## config.mk

```make
export PLATFORM = sky130hd
export DESIGN_NAME = flash_self_program_ctrl
export DESIGN_NICKNAME = d
export VERILOG_FILES = /design/src/rtl/flash_self_program_pkg.sv /design/src/rtl/flash_self_program_ctrl.sv
export VERILOG_INCLUDE_DIRS = /design/src /design/src/rtl
export SDC_FILE = /design/constraint.sdc
export NUM_CORES = 1
export LEC_CHECK = 0
export ABC_AREA = 1
export BUFFER_PORTS_ARGS = -buffer_cell sky130_fd_sc_hd__buf_2
export CAP_MARGIN = 0
export CORE_MARGIN = 2
export CORE_UTILIZATION = 35
export DETAILED_ROUTE_END_ITERATION = 7
export PLACE_DENSITY = 0.59
export REMOVE_ABC_BUFFERS = 1
export SYNTH_ARGS = -nofsm -noshare
export SYNTH_HDL_FRONTEND = slang
export SYNTH_SLANG_ARGS = --single-unit
export TNS_END_PERCENT = 100
```

## constraint.sdc

```tcl
create_clock -name ref_clk_i -period 2 [get_ports ref_clk_i]
set_input_delay 0.3 -clock ref_clk_i [delete_from_list [all_inputs] [get_ports ref_clk_i]]
set_output_delay 0.3 -clock ref_clk_i [all_outputs]
set_load 0.005 [all_outputs]
```

## src/rtl/flash_self_program_cfg.svh

```systemverilog
// Constants of the flash self-programming controller: register addresses,
// field positions, reset values and timing figures.
// Assumes a 100 MHz CPU clock; times are held in ns as printed.
`ifndef FLASH_SELF_PROGRAM_CFG_SVH
`define FLASH_SELF_PROGRAM_CFG_SVH

// ****************************************************************
// Register addresses
// ****************************************************************
`define ADDR_PROT_CMD   16'hffa0
`define ADDR_ERR_STAT   16'hffa1
`define ADDR_MODE_CTRL  16'hffa2
`define ADDR_PROG_CMD   16'hffa3
`define ADDR_PTR_LO     16'hffa4
`define ADDR_PTR_HI     16'hffa5
`define ADDR_CMP_LO     16'hffa6
`define ADDR_CMP_HI     16'hffa7
`define ADDR_WR_BUF     16'hffa8

// ****************************************************************
// Fields and values
// ****************************************************************
`define UNLOCK_KEY      8'ha5
`define BLANK_VAL       8'hff
`define STAT_PROT_BIT   0
`define STAT_VFY_BIT    1
`define STAT_WEP_BIT    2
`define MODE_BIT        0
`define PROT_LSB        2
`define PROT_MSB        6
`define RST_BYTE        8'h00

// ****************************************************************
// Timing, in ns as printed, and cycle counts
// ****************************************************************
`define CLK_NS          10
`define T_VFY_BLOCK_NS  6_800_000
`define T_VFY_BYTE_NS   27_000
`define T_ERASE_NS      8_500_000
`define T_BLANK_NS      480_000
`define T_WRITE_NS      150_000
`define T_FIRST_REL_NS  10_000
`define FIRST_REL_CLKS  2
`define CYC_OF(ns)      ((ns) / `CLK_NS)

`endif

```

## src/rtl/flash_self_program_pkg.sv

```systemverilog
// Types of the flash self-programming controller.
// Assumes nothing of its surroundings.
`default_nettype none
package flash_self_program_pkg;
  typedef enum logic [2:0] {
    CMD_NONE      = 3'b000,
    CMD_VFY_BLOCK = 3'b001,
    CMD_VFY_BYTE  = 3'b010,
    CMD_ERASE     = 3'b011,
    CMD_BLANK     = 3'b100,
    CMD_WRITE     = 3'b101
  } prog_cmd_t;
  typedef enum logic [2:0] {
    ST_IDLE  = 3'b000,
    ST_FIRST = 3'b001,
    ST_RUN   = 3'b010,
    ST_DONE  = 3'b011,
    ST_STBY  = 3'b100
  } seq_state_t;
endpackage : flash_self_program_pkg
`default_nettype wire

```

## src/rtl/flash_self_program_ctrl.sv

```systemverilog
// Flash self-programming controller: mode control with unlock sequence,
// error status, command launch on HALT and timed command execution.
// Assumes a CPU store/load port on ref_clk_i and a flash macro whose read
// data follows flash_addr_o combinationally on the same clock.
`default_nettype none
`include "flash_self_program_cfg.svh"

module flash_self_program_ctrl
  import flash_self_program_pkg::*;
#(
  parameter int unsigned VFY_BLOCK_CYC = `CYC_OF(`T_VFY_BLOCK_NS),
  parameter int unsigned ERASE_CYC     = `CYC_OF(`T_ERASE_NS),
  parameter int unsigned BLANK_CYC     = `CYC_OF(`T_BLANK_NS),
  parameter int unsigned WRITE_CYC     = `CYC_OF(`T_WRITE_NS)
) (
  input  wire logic        ref_clk_i,
  input  wire logic        nrst_i,
  input  wire logic [15:0] reg_addr_i,
  input  wire logic [7:0]  reg_wdata_i,
  input  wire logic        reg_we_i,
  input  wire logic        reg_re_i,
  output logic      [7:0]  reg_rdata_o,
  input  wire logic        halt_i,
  input  wire logic        wake_i,
  output logic             halt_hold_o,
  output logic             halt_release_o,
  output logic             standby_o,
  output logic             pin_hold_o,
  input  wire logic [7:0]  irq_req_i,
  output logic      [7:0]  irq_service_o,
  output logic      [7:0]  irq_pending_o,
  input  wire logic [7:0]  protect_byte_i,
  output logic      [11:0] flash_addr_o,
  output logic      [7:0]  flash_wdata_o,
  input  wire logic [7:0]  flash_rdata_i,
  input  wire logic        flash_margin_ok_i,
  output logic             flash_write_o,
  output logic             flash_erase_o
);

  localparam logic [19:0] VFY_BYTE_CYC = 20'(`CYC_OF(`T_VFY_BYTE_NS));
  localparam logic [19:0] FIRST_CYC =
    20'(`CYC_OF(`T_FIRST_REL_NS) + `FIRST_REL_CLKS);

  // ****************************************************************
  // Helpers
  // ****************************************************************
  // Protected when the block lies below the boundary set by the
  // protect bits; a set top bit leaves every block open.
  function automatic logic blk_protected(input logic [3:0] blk,
                                         input logic [4:0] prot);
    logic [5:0] bound;
    bound = 6'(2 * (16 - {2'b00, prot[3:0]}));
    return !prot[4] && ({2'b00, blk} < bound);
  endfunction

  function automatic logic reg_hit(input logic [15:0] a,
                                   input logic [15:0] r);
    return reg_we_i && (a == r);
  endfunction

  // ****************************************************************
  // State
  // ****************************************************************
  seq_state_t  st_q, st_d;
  logic        mode_q, mode_d;
  logic [4:0]  prot_q, prot_d;
  logic        prot_ld_q, prot_ld_d;
  logic [1:0]  seq_q, seq_d;
  logic        seq_val_q, seq_val_d;
  logic [2:0]  pfs_q, pfs_d;
  logic [2:0]  cmd_q, cmd_d;
  logic [15:0] ptr_q, ptr_d;
  logic [15:0] cmp_q, cmp_d;
  logic [7:0]  wbuf_q, wbuf_d;
  logic [19:0] cnt_q, cnt_d;
  logic        first_q, first_d;
  logic        scan_q, scan_d;
  logic [7:0]  pend_q, pend_d;
  logic [7:0]  rdata_q, rdata_d;
  logic        wr_q, wr_d;
  logic        er_q, er_d;
  logic        w_mode, w_pfs;
  logic [2:0]  pfs_set;
  logic [19:0] fwait_q, fwait_d;

  assign w_mode = reg_hit(reg_addr_i, `ADDR_MODE_CTRL);
  assign w_pfs  = reg_hit(reg_addr_i, `ADDR_ERR_STAT);

  // ****************************************************************
  // Next-state logic
  // ****************************************************************
  always_comb begin
    st_d      = st_q;
    mode_d    = mode_q;
    prot_d    = prot_q;
    prot_ld_d = 1'b1;
    seq_d     = seq_q;
    seq_val_d = seq_val_q;
    pfs_set   = 3'b000;
    cmd_d     = cmd_q;
    ptr_d     = ptr_q;
    cmp_d     = cmp_q;
    wbuf_d    = wbuf_q;
    cnt_d     = cnt_q;
    first_d   = first_q;
    scan_d    = scan_q;
    wr_d      = 1'b0;
    er_d      = 1'b0;
    rdata_d   = `RST_BYTE;
    // Protect bits are caught once, the first cycle after release.
    if (!prot_ld_q) begin
      prot_d = protect_byte_i[`PROT_MSB:`PROT_LSB];
    end
    // Any store that breaks the four-store sequence aborts it.
    if (reg_we_i) begin
      unique case (seq_q)
        2'd0: begin
          if (reg_addr_i == `ADDR_PROT_CMD) begin
            if (reg_wdata_i == `UNLOCK_KEY) seq_d = 2'd1;
            else pfs_set[`STAT_PROT_BIT] = 1'b1;
          end else if (w_mode) begin
            pfs_set[`STAT_PROT_BIT] = 1'b1;
          end
        end
        2'd1: begin
          seq_val_d = reg_wdata_i[`MODE_BIT];
          seq_d     = w_mode ? 2'd2 : 2'd0;
          pfs_set[`STAT_PROT_BIT] = !w_mode;
        end
        2'd2: begin
          if (w_mode && reg_wdata_i[`MODE_BIT] == !seq_val_q) begin
            seq_d = 2'd3;
          end else begin
            seq_d = 2'd0;
            pfs_set[`STAT_PROT_BIT] = 1'b1;
          end
        end
        2'd3: begin
          seq_d = 2'd0;
          if (w_mode && reg_wdata_i[`MODE_BIT] == seq_val_q) begin
            mode_d  = seq_val_q;
            first_d = seq_val_q;
          end else begin
            pfs_set[`STAT_PROT_BIT] = 1'b1;
          end
        end
      endcase
      if (reg_addr_i == `ADDR_PROG_CMD) cmd_d = reg_wdata_i[2:0];
      if (reg_addr_i == `ADDR_WR_BUF) wbuf_d = reg_wdata_i;
      if (reg_addr_i == `ADDR_CMP_LO) cmp_d[7:0] = reg_wdata_i;
      if (reg_addr_i == `ADDR_CMP_HI) cmp_d[15:8] = reg_wdata_i;
    end
    // Pointers creep toward the compare value while idle, so software
    // has to load them again just before each HALT.
    if (st_q == ST_IDLE && ptr_q != cmp_q) begin
      ptr_d = ptr_q + 16'd1;
    end
    if (reg_hit(reg_addr_i, `ADDR_PTR_LO)) ptr_d[7:0] = reg_wdata_i;
    if (reg_hit(reg_addr_i, `ADDR_PTR_HI)) ptr_d[15:8] = reg_wdata_i;
    unique case (st_q)
      ST_IDLE: begin
        if (halt_i && !mode_q) begin
          st_d = ST_STBY;
        end else if (halt_i && first_q) begin
          st_d    = ST_FIRST;
          first_d = 1'b0;
          cnt_d   = FIRST_CYC - 20'd1;
        end else if (halt_i) begin
          // External security is not consulted; an illegal code, a protected
          // block or a write needing a 0-to-1 bit change refuses a command.
          st_d   = ST_RUN;
          scan_d = 1'b0;
          if (!(cmd_q inside {CMD_VFY_BLOCK, CMD_VFY_BYTE, CMD_ERASE,
                              CMD_BLANK, CMD_WRITE})) begin
            st_d = ST_DONE;
            pfs_set[`STAT_WEP_BIT] = 1'b1;
          end else if (blk_protected(ptr_q[11:8], prot_q)) begin
            st_d = ST_DONE;
            pfs_set[`STAT_WEP_BIT] = 1'b1;
          end else begin
            unique case (prog_cmd_t'(cmd_q))
              CMD_VFY_BLOCK: begin
                cnt_d  = 20'(VFY_BLOCK_CYC - 1);
                scan_d = 1'b1;
              end
              CMD_VFY_BYTE: cnt_d = VFY_BYTE_CYC - 20'd1;
              CMD_ERASE: begin
                cnt_d = 20'(ERASE_CYC - 1);
                er_d  = 1'b1;
              end
              CMD_BLANK: begin
                cnt_d  = 20'(BLANK_CYC - 1);
                scan_d = 1'b1;
              end
              default: begin
                cnt_d = 20'(WRITE_CYC - 1);
                if ((~flash_rdata_i & wbuf_q) != 8'h00) begin
                  st_d = ST_DONE;
                  pfs_set[`STAT_WEP_BIT] = 1'b1;
                end else begin
                  wr_d = 1'b1;
                end
              end
            endcase
          end
        end
      end
      ST_FIRST: begin
        cnt_d = cnt_q - 20'd1;
        if (cnt_q == 20'd0) st_d = ST_DONE;
      end
      ST_RUN: begin
        cnt_d = cnt_q - 20'd1;
        if (scan_q) begin
          if (cmd_q == CMD_BLANK) begin
            pfs_set[`STAT_VFY_BIT] = flash_rdata_i != `BLANK_VAL;
          end else begin
            pfs_set[`STAT_VFY_BIT] = !flash_margin_ok_i;
          end
          if (ptr_q == cmp_q) scan_d = 1'b0;
          else ptr_d = ptr_q + 16'd1;
        end
        if (cnt_q == 20'd0) begin
          st_d = ST_DONE;
          if (cmd_q == CMD_VFY_BYTE) begin
            pfs_set[`STAT_VFY_BIT] = !flash_margin_ok_i;
            if (ptr_q != cmp_q) begin
              st_d  = ST_RUN;
              ptr_d = ptr_q + 16'd1;
              cnt_d = VFY_BYTE_CYC - 20'd1;
            end
          end
        end
      end
      ST_DONE: st_d = ST_IDLE;
      ST_STBY: if (wake_i) st_d = ST_IDLE;
      default: st_d = ST_IDLE;
    endcase
    // A hardware set in the cycle of a software clear wins.
    pfs_d = pfs_q;
    if (w_pfs) pfs_d = pfs_q & reg_wdata_i[2:0];
    pfs_d = pfs_d | pfs_set;
    if (reg_re_i) begin
      unique case (reg_addr_i)
        `ADDR_ERR_STAT:  rdata_d = {5'b00000, pfs_q};
        `ADDR_MODE_CTRL: rdata_d = {1'b0, prot_q, 1'b0, mode_q};
        `ADDR_PROG_CMD:  rdata_d = {5'b00000, cmd_q};
        `ADDR_PTR_LO:    rdata_d = ptr_q[7:0];
        `ADDR_PTR_HI:    rdata_d = ptr_q[15:8];
        `ADDR_CMP_LO:    rdata_d = cmp_q[7:0];
        `ADDR_CMP_HI:    rdata_d = cmp_q[15:8];
        `ADDR_WR_BUF:    rdata_d = wbuf_q;
        default:         rdata_d = `RST_BYTE;
      endcase
    end
    // Requests caught in the mode are offered once it has ended.
    pend_d = mode_q ? (pend_q | irq_req_i) : 8'h00;
    // The first-halt wait is longer than a delay range may span, so its
    // length is counted here and bounded by an assertion.
    fwait_d = (st_q == ST_FIRST) ? fwait_q + 20'd1 : 20'h0_0000;
  end

  // ****************************************************************
  // Registers
  // ****************************************************************
  always_ff @(posedge ref_clk_i or negedge nrst_i) begin
    if (!nrst_i) begin
      st_q      <= ST_IDLE;
      mode_q    <= 1'b0;
      prot_q    <= 5'h00;
      prot_ld_q <= 1'b0;
      seq_q     <= 2'd0;
      seq_val_q <= 1'b0;
      pfs_q     <= 3'b000;
      cmd_q     <= 3'b000;
      ptr_q     <= 16'h0000;
      cmp_q     <= 16'h0000;
      wbuf_q    <= `RST_BYTE;
      cnt_q     <= 20'h0_0000;
      first_q   <= 1'b0;
      scan_q    <= 1'b0;
      pend_q    <= 8'h00;
      rdata_q   <= `RST_BYTE;
      wr_q      <= 1'b0;
      er_q      <= 1'b0;
      fwait_q   <= 20'h0_0000;
    end else begin
      st_q      <= st_d;
      mode_q    <= mode_d;
      prot_q    <= prot_d;
      prot_ld_q <= prot_ld_d;
      seq_q     <= seq_d;
      seq_val_q <= seq_val_d;
      pfs_q     <= pfs_d;
      cmd_q     <= cmd_d;
      ptr_q     <= ptr_d;
      cmp_q     <= cmp_d;
      wbuf_q    <= wbuf_d;
      cnt_q     <= cnt_d;
      first_q   <= first_d;
      scan_q    <= scan_d;
      pend_q    <= pend_d;
      rdata_q   <= rdata_d;
      wr_q      <= wr_d;
      er_q      <= er_d;
      fwait_q   <= fwait_d;
    end
  end

  // ****************************************************************
  // Outputs
  // ****************************************************************
  assign reg_rdata_o    = rdata_q;
  assign halt_hold_o    = st_q == ST_RUN || st_q == ST_FIRST;
  assign halt_release_o = st_q == ST_DONE;
  assign standby_o      = st_q == ST_STBY;
  assign pin_hold_o     = mode_q || st_q == ST_STBY;
  assign irq_service_o  = mode_q ? 8'h00 : (irq_req_i | pend_q);
  assign irq_pending_o  = pend_q;
  assign flash_addr_o   = ptr_q[11:0];
  assign flash_wdata_o  = er_q ? `BLANK_VAL : wbuf_q;
  assign flash_write_o  = wr_q;
  assign flash_erase_o  = er_q;
endmodule : flash_self_program_ctrl
`default_nettype wire

```

======== Word level (Yosys, flattened, before mapping) ========
Index checks and enable logic that the tools add are counted.
storage, ports and cells
  output and inout port bits .............. 50
  register bits ........................... 99
  logic and storage cells ................. 196
  input port bits ......................... 55
operators by class
  bitwise logic cells ..................... 5
  add/subtract/negate cells ............... 3
  multiplexer cells ....................... 93
  equality and inequality tests ........... 39
  reduce and logical (&&, ||, !) cells .... 36
  magnitude comparators ................... 1
operator list
  kind                                                  number
  2-to-1 mux 20 bit                                     8
  equality test 16 bit (second input constant)          9
  2-to-1 mux 16 bit                                     7
  one-hot mux 20 bit (4 select lines)                   1
  one-hot mux 8 bit (8 select lines)                    1
  one-hot mux 20 bit (3 select lines)                   1
  2-to-1 mux 1 bit                                      54
  2-to-1 mux 8 bit                                      6
  2-to-1 mux 3 bit                                      7
  logical NOT 20 bit                                    1
  subtractor 20 x 1 -> 20 bit (second input constant)   1
  adder 16 x 1 -> 16 bit (second input constant)        1
  equality test 16 bit                                  1
  != test 16 bit                                        1
  != test 2 bit (second input constant)                 8
  equality test 3 x 2 -> 1 bit (second input constant)  4
  one-hot mux 3 bit (4 select lines)                    1
  logical AND 1 bit                                     10
  AND reduction 2 bit                                   5
  equality test 3 bit (second input constant)           3
  bitwise AND 8 bit                                     1
  equality test 8 bit (second input constant)           1
  2-to-1 mux 2 bit                                      4
  != test 8 bit (second input constant)                 1
  other kinds (30)                                      40

======== Logic depth before layout (Yosys ltp) ========
Gate-level depths: netlist of the first run.
  depth in word-level cells ............... 12
  gate-level depth with buffers ........... 16
  depth with buffers taken out ............ 16

======== Worst setup path after synthesis of the first run ========
Ideal clock, no wire load.
  kind .................................... register to register
  start ................................... reg prot_q[0]
  end ..................................... reg cnt_q[1]
  required time ........................... 1.876 ns
  data arrival time ....................... 1.693 ns
  clock period less this slack ............ 1.817 ns
  stages on the path, launching flop included .. 15
  path slack .............................. 0.183 ns
  cell sequence ........................... dfrtp_1 -> inv_1 -> ha_1 -> inv_1 -> ha_1 -> o21ai_0 -> nand2_1 -> nand2_1 -> nand2_1 -> nand2_1 -> nand3_1 -> nand2_1 -> nor2_4 -> buf_6 -> o21ai_1
between the ends
  cells in the longest elaborated chain, start to end .. 5
ends and longest elaborated chain
  what                                  line                            text
  start: declaration                    flash_self_program_ctrl.sv:67   logic [4:0] prot_q, prot_d;
  start signal: assignment              flash_self_program_ctrl.sv:291  prot_q <= prot_d;
  subtractor 5 x 4 -> 5 bit             flash_self_program_ctrl.sv:53   bound = 6'(2 * (16 - {2'b00, prot[3:0]}));
  < comparator 4 x 6 -> 1 bit           flash_self_program_ctrl.sv:54   return !prot[4] && ({2'b00, blk} < bound);
  logical AND 1 bit                     flash_self_program_ctrl.sv:54
  != test 3 bit (no source line)        n/a
  AND reduction 5 bit (no source line)  n/a
  end signal: assignment                flash_self_program_ctrl.sv:300  cnt_q <= cnt_d;
  end: declaration                      flash_self_program_ctrl.sv:76   logic [19:0] cnt_q, cnt_d;
Every way passes these cells.
A chain may end at the register's enable or synchronous reset.

======== Worst setup path in the final report of the first run ========
  start ................................... reg st_q[1]
  end ..................................... out halt_hold_o
between the ends
  cells in the longest elaborated chain, start to end .. 2
  elaborated cells between the ends (all ways) .. 3
  those cells by class .................... eq/ne: 2; reduce/logical: 1
ends and longest elaborated chain
  what                                                                                 line                            text
  start: declaration                                                                   flash_self_program_ctrl.sv:65   seq_state_t st_q, st_d;
  start signal: assignment                                                             flash_self_program_ctrl.sv:289  st_q <= st_d;
  equality test 3 x 2 -> 1 bit / equality test 3 x 1 -> 1 bit (equally long branches)  flash_self_program_ctrl.sv:315  assign halt_hold_o = st_q == ST_RUN || st_q == ST_FIRST;
  logical OR 1 bit *                                                                   flash_self_program_ctrl.sv:315
  end: declaration                                                                     flash_self_program_ctrl.sv:25   output logic halt_hold_o,
Every way passes the cells marked *; elsewhere a longest branch is shown, timed or not.

==> results list, run 1 <==
- Clock tree synthesis inserted a total of 9 buffers.
* NetSw: 0.00417 W
* Vias in the first global route: 6719
- In the routed layout, each cell is associated on average with a via count of 5.00.
* I/O pin total: 105
* Post-synthesis cell type count: 45
- Synthesis Warnings: 0
- Final HPWL from detailed placement: 17300 microns
* Initial standard-cell utilization of the core: 35.9%
- Yosys mapped a number of flops with a built-in enable equal to 0.
* Required time at the worst-slack endpoint: 1.70 ns
- Final cell count without fillers: 1451
* Clock network power share: 20.0%
* Final setup violating endpoints: 0
- Once placement completed, the tool counted placed cells totaling 1427.
* Worst reg2reg path startpoint: prot_q[0]
- The area growth from synthesis to layout is 24.2%.
* Number of antenna-violating nets in the routed design: 0
- HP Class: in2reg
- The critical path starts at st_q[1].
* Chip width: 146 microns
* Port Buffers: 101
- Combinational fraction of design power: 50.6%
* Average wire length per cell after detail routing: 15.6 microns
* Antenna violations before repair: 0
- Overall global routing resource usage: 21.3%
- Portion of the post-synthesis area used by sequential elements: 35.2%
- CTS clk-pin slew, worst paths: 0.07 ns
- Switching power share of the total: 43.0%
- Maximum capacitance violations: 0
- The smallest clock period supported by the final layout is computed as 1.95 ns.
* Fin Hold WS: 0.167 ns
* Period Utilization, post-route: 97.3%
- The synthesized design contains 99 register bits.
- The tree built by TritonCTS fans out to 99 sinks.
* Antenna Diode Count: 0
- Depth of the CTS H-tree: 3
- Layout cells sized above 1: 24.4%
- Post-route total power: 0.00971 W
* Highest ir drop seen on vdd: 0.536 mV
* Wire length of the first global-routing pass: 35800 microns
* Post-Route WL: 22700 microns
* Critical Path End Type: output port
- Worst setup slack after placement: -0.0399 ns
- In the synthesized netlist, the number of instances is 1034.
- Across all setup checks in the final design, the least slack found is 0.0533 ns.
* Highest clock rate: 0.514 GHz
- Total leakage power: 4.45 nW
- The worst setup path is of the reg2out kind.
- After detailed routing, the number of remaining DRC violations is 0.
- Routability-driven placement finished with a final weighted congestion of 0.930.
* Length of the first detailed-routing pass in iterations: 5
- TritonCTS built the clock tree.
- Measured along the y axis, the die boundary spans 146 microns.
- Area of the core: 0.0196 sq mm
- Initial detailed-routing violation count: 564
- At the worst endpoint, the arrival time is 1.65 ns.
* Worst Clk Skew: 0.00962 ns
- The net count of the finished layout is 1243.
* Max Root-Sink Buffers: 2
- In the synthesized netlist the dominant register cell turns out to be dfrtp_1.
* Result of the run: complete, no violations
- Cell area after technology mapping: 0.00703 sq mm
* CTS Root Cell: clkbuf_16
- The clock reaches the later pin of the worst-skew pair after 0.36 ns.
- After synthesis, the mean cell area works out to 6.80 sq um.
- Final-report max-slew violation count: 0
- Unrepaired setup endpoints after global routing: true
- Entering global routing, the biggest net connects 40 pins.
- Proportion of register bits with asynchronous set or reset after synthesis: 100%
- The hold violation count in the final report is 0.
- Internal power comes to 0.00553 W.
* Die Area: 0.0212 sq mm
- Per report_power, the sequential group accounts for 29.4% of the total.
- STA classifies the critical path startpoint as a flip-flop.
- In this run the most critical hold path is launched from protect_byte_i[5].
- For this block, the via count after detailed routing is 7261.
- Largest fanout on the critical path: 20
* Power Density: 1110 mW/mm^2
- Total grt overflow: 0
- The floorplan has 51 rows.
## kinds of logic (layout without fill, tap and decap cells)
family,after synthesis,in the layout,share of synthesized area [%]
mux,1,1,0.160
fa+ha+maj,6,6,1.07
other cells,1,1,0.0533
compound gates,143,143,12.1
buf+inv,179,330,11.4
flops,99,99,35.2
simple gates,587,588,37.8
xor+xnor,18,18,2.24
## cell type report
cell class / count / area (sq um)
inverters: 139 / 522
fillers: 2063 / 10900
clock buffers: 10 / 239
clock inverters: 5 / 77.6
well taps: 265 / 332
repair buffers: 176 / 1180
multi-input cells: 757 / 3900
flip-flops and latches: 99 / 2490
## routing by layer
metal	global-route usage (%)	up-vias	routed length, microns
met5	0	-	0
met4	7.11	0	592
met3	3.20	37	1410
met2	31.6	254	9890
met1	31.6	3361	10800
li1	-	3609	-
## worst max-delay path, cell delays in order (launching register included)
cell and delay (ns):
dfrtp_1 0.42, inv_1 0.11, nand3_2 0.19, nand2_2 0.25, buf_12 0.19, buf_2 0.12
## state kept, by name (all words and copies together) (netlist names), 2 cells and up
register,count
cmd_q,3
cmp_q,16
cnt_q,20
irq_pending_o,8
pfs_q,3
prot_q,5
ptr_q,16
reg_rdata_o,8
seq_q,2
st_q,3
wbuf_q,8
## per-stage QoR
step                util (%)  setup TNS (ns)  area [sq um]
floorplan                  -               0          6750
global placement        41.8        -0.00638          8180
detailed placement      41.8         -0.0404          8180
CTS                     43.5               0          8520
global route            44.6          -0.715          8730
finish                  44.6               0          8730
## final timing paths
path | end | slack, ns | cells after the start
setup / recovery | halt_hold_o | 0.05 | 5
hold / removal | prot_q[3] | 0.17 | 2
setup reg to reg | cnt_q[10] | 0.06 | 16
hold reg to reg | wbuf_q[0] | 0.48 | 2
max in group asynchronous | ptr_q[13] | 1.00 | 3
min in group asynchronous | ptr_q[4] | 0.43 | 2
## synthesized netlist by cell type, types with 6 or more instances
library cell,n,share of area (%)
nor3_1,10,0.71
o21ai_1,6,0.43
o21ai_0,51,3.6
nand4_1,38,3.4
nand3_1,66,4.7
nor2_1,122,6.5
buf_6,7,1.1
buf_4,18,1.9
o22ai_1,9,0.80
nand2_1,306,16
xor2_1,16,2.0
inv_1,129,6.9
ha_1,6,1.1
clkbuf_1,7,0.37
a21oi_1,44,3.1
inv_2,10,0.53
o21ai_2,16,2.0
nand2_2,7,0.62
dfrtp_1,99,35
a21boi_1,8,0.85
## power by group through the flow
stage	registers, W	clock network [W]	logic, W
2_1_floorplan	0.00281	0	0.00279
3_3_place_gp	0.00287	0	0.00445
3_5_place_dp	0.00286	0	0.00452
4_1_cts	0.00283	0.00197	0.00455
5_1_grt	0.00291	0.00205	0.00550
6_report	0.00286	0.00194	0.00491
## placed cells by master (no fill, tap or decap), drive strengths merged, types with 2 or more instances in the layout
cell type	netlist	layout
nand2	317	317
buf	33	175
inv	139	139
nor2	132	132
dfrtp	99	99
nand3	74	75
o21ai	73	73
a21oi	44	44
nand4	40	40
xor2	16	16
nor3	12	12
clkbuf	7	10
o22ai	9	9
a21boi	8	8
ha	6	6
or2	5	5
o211ai	5	5
nand3b	4	4
nor4	2	2
xnor2	2	2
bufinv	0	2
clkinv	0	2
## repair_timing
item | 4_1_cts | 5_1_grt
setup buffers | 0 | 8
hold buffers | 1 | 0
pin swaps | 0 | 7
setup endpoints to repair | 3 | 39
gates resized for setup | 3 | 44
hold endpoints to repair | 28 | 0
gates cloned | 0 | 1
(Power assumes the default switching activity.)
==> run 2, diff against run 1 <==
Settings changed: RECOVER_POWER set to 100.
Clock period 2 ns to 2.1 ns, I/O delays scaled along.
==> run 2 against run 1 <==
  * Sequential share of layout area rose by 1.7 points
  * Combinational power shrank 15%
  * Power fell by 11%
  * Largest power group unchanged
  * Global-route usage decreased by 0.34 points
  * Critical path depth is 9 higher
  * Via count shrank 1.6%
  * Worst setup slack improved by 0.027 ns
  * Count of clock-buffer cells in the layout increased by 2
  * Highest routed layer is now met5
  * Non-clock buffer count shrank 19
  * Clock power down 14%
  * First-iteration DRC count up 12%
  * Critical endpoint is now ptr_q[15]
==> results list, run 2 (synthesized netlist as in run 1, its figures left out) <==
* Post-DR vias/cell: 4.99
- Highest clock rate: 0.495 GHz
- In this run the worst hold path is classified as in2reg.
- At the later pin of the worst-skew pair, clock insertion delay measures 0.35 ns.
- The largest registers in the layout are cnt_q (20), cmp_q (16), ptr_q (16).
- For the finished layout, the period the worst path requires is 2.02 ns.
* DRC: 0
* TritonCTS buffer count: 9
- Largest fanout on the critical path: 10
- I/O pin total: 105
* Post-Route WL: 22100 microns
- Average wire length per cell after detail routing: 15.4 microns
- The first detailed-routing pass ran for 5 iterations.
- In the layout the commonest cells are nand2_1, inv_1, nor2_1, dfrtp_1, buf_2.
- Total leakage power: 4.17 nW
- Die Area: 0.0212 sq mm
* Hold Crit Depth: 2
- From synthesis to final layout, the design area changed by 17.0%.
- Largest net degree at the start of global routing: 38
* Required time at the worst-slack endpoint: 2.36 ns
- Antenna violations before repair: 1
* Period Utilization, post-route: 96.2%
- Most common library cell in the layout ignoring fill and taps: nand2_1
- Leaving out filler cells and counting taps, the final layout contains 1432.
- For the worst setup path, the data arrival time is 2.28 ns.
- Wl on met1: 10700 microns
* Worst Clk Skew: 0.00902 ns
- Across the VDD grid, the largest voltage drop is 0.676 mV.
* Final HPWL from detailed placement: 17100 microns
* CTS tree: built
- The highest layer touched by signal routing is met5.
- Cell area after placement: 0.00802 sq mm
- Crit Path Category: reg2reg
- Final setup violating endpoints: 0
* Overall global routing resource usage: 20.9%
- Fillers: 2122
* Port Buffers: 101
- The H-tree was split into 3 levels.
- Summed over all layers, the global routing overflow is 0.
* Max Root-Sink Buffers: 2
- The cell sitting at the root of the clock tree is a clkbuf_16.
- Once layout is done, the placed cells without fillers occupy 0.00823 sq mm.
- Fin Hold WS: 0.206 ns
- FP Rows: 51
- Biggest register: cnt_q
- Capture endpoint of the worst hold path: prot_q[3]
* Power Density: 1050 mW/mm^2
- The completed layout was analyzed and its total power is 0.00860 W.
* Slack of the worst reg-to-reg path: 0.08 ns
- Initial detailed-routing violation count: 631
- Chip height: 146 microns
- Result of the run: complete, no violations
* Worst reg2reg path startpoint: ptr_q[6]
- Vias in the first global route: 6662
- Counting cells, the worst reg-to-reg path comes to 14.
- Cells with a size suffix above 1 make up 17.7% of the layout.
- Routed met3 length: 1250 microns
- Maximum capacitance violations: 0
- Total number of clock tree sinks: 99
- Counting tap cells, the placed design contains a total of 1413 instances.
- The first global-routing pass estimated 35500 microns of wire.
- CTS clk-pin slew, worst paths: 0.07 ns
- The register with the most flip-flops in the layout has 20 of them.
- Once the floorplan was initialized, standard cells occupied 35.9% of the core.
- Count of nets after finishing: 1223
* Max_slew headroom: 46.8%
* Final weighted congestion in routability-driven placement: 0.951
- Hold violation total from the final report: 0
- In this run the critical register-to-register path is captured at ptr_q[15].
- The worst hold path begins at protect_byte_i[5].
- The floorplan step defined a core boundary enclosing 0.0196 sq mm.
* Critical Path End Type: flip-flop
- Routed vias: 7148
* Transition time at the pin with the least slew margin: 0.798 ns
* Sum of negative setup slack: 0 ns
- STA classifies the critical path startpoint as a flip-flop.
- Antenna Diode Count: 0
* Number of antenna-violating nets in the routed design: 0
* Final-report max-slew violation count: 0
* Met2 Routed Length: 9910 microns
* Chip width: 146 microns
## run 2: cell types whose count changed in the layout (fill, tap and decap cells not counted), sizes merged
| cell | change |
|---|---|
| clkinv | +2 |
| buf | -51 |
| bufinv | -2 |
| nand3 | -1 |
| clkinvlp | -1 |
| clkbuf | +34 |
## run 2: worst max path at each step
| stage | start | to | slack, ns |
|---|---|---|---|
| 2_1_floorplan | ptr_q[11] | ptr_q[0] | 0.16 |
| 3_3_place_gp | prot_q[0] | cnt_q[0] | 0.05 |
| 3_5_place_dp | prot_q[0] | cnt_q[0] | -0.003 |
| 4_1_cts | prot_q[0] | cnt_q[0] | 0.03 |
| 5_1_grt | prot_q[0] | cnt_q[4] | -0.01 |
| 6_report | ptr_q[6] | ptr_q[15] | 0.08 |
## run 2: power by group
group	total, W	internal, W	leakage, nW	switching [W]
Combinational	0.00416	0.00160	2.74	0.00256
Sequential	0.00278	0.00230	1.28	0.000482
Clock	0.00166	0.000899	0.148	0.000758
## run 2: cell type report
| type | count | area [sq um] | share of cell area, % |
|---|---|---|---|
| clock inverters | 4 | 23.8 | 0.289 |
| clock buffers | 12 | 267 | 3.24 |
| well taps | 265 | 332 | 4.03 |
| repair buffers | 157 | 890 | 10.8 |
| flip-flops and latches | 99 | 2480 | 30.2 |
| multi-input cells | 756 | 3710 | 45.1 |
| inverters | 139 | 522 | 6.34 |
## run 2: worst max-delay path, stage by stage (launching register included)
cell,delay (ns)
dfrtp_1,0.48
inv_2,0.10
nand2_1,0.07
nand2_1,0.05
nor2_1,0.19
nand2_1,0.07
nor2_1,0.11
nand2_1,0.07
buf_4,0.20
nand2_4,0.14
buf_4,0.15
nand2_1,0.06
nand2_1,0.06
nand2_1,0.05
a21oi_1,0.15
## run 2: timing repair
action                     in CTS  in global routing
setup endpoints to repair       1                 35
setup buffers                   0                  2
hold buffers                    1                  0
gates resized for setup         2                 17
hold endpoints to repair       26                  0
pin swaps                       0                  2
## run 2: metal layers
layer	up-vias	track usage, %
li1	3563	-
met4	2	5.05
met3	24	3.07
met5	-	0
met1	3325	30.7
met2	234	32.5
## run 2: metrics by stage
stage                     utilization [%]  setup slack [ns]
after global routing                 42.0           -0.0107
final                                42.0            0.0804
after floorplan                         -             0.161
after CTS                            42.5            0.0331
after detailed placement             40.9          -0.00332
after global placement               40.9            0.0507
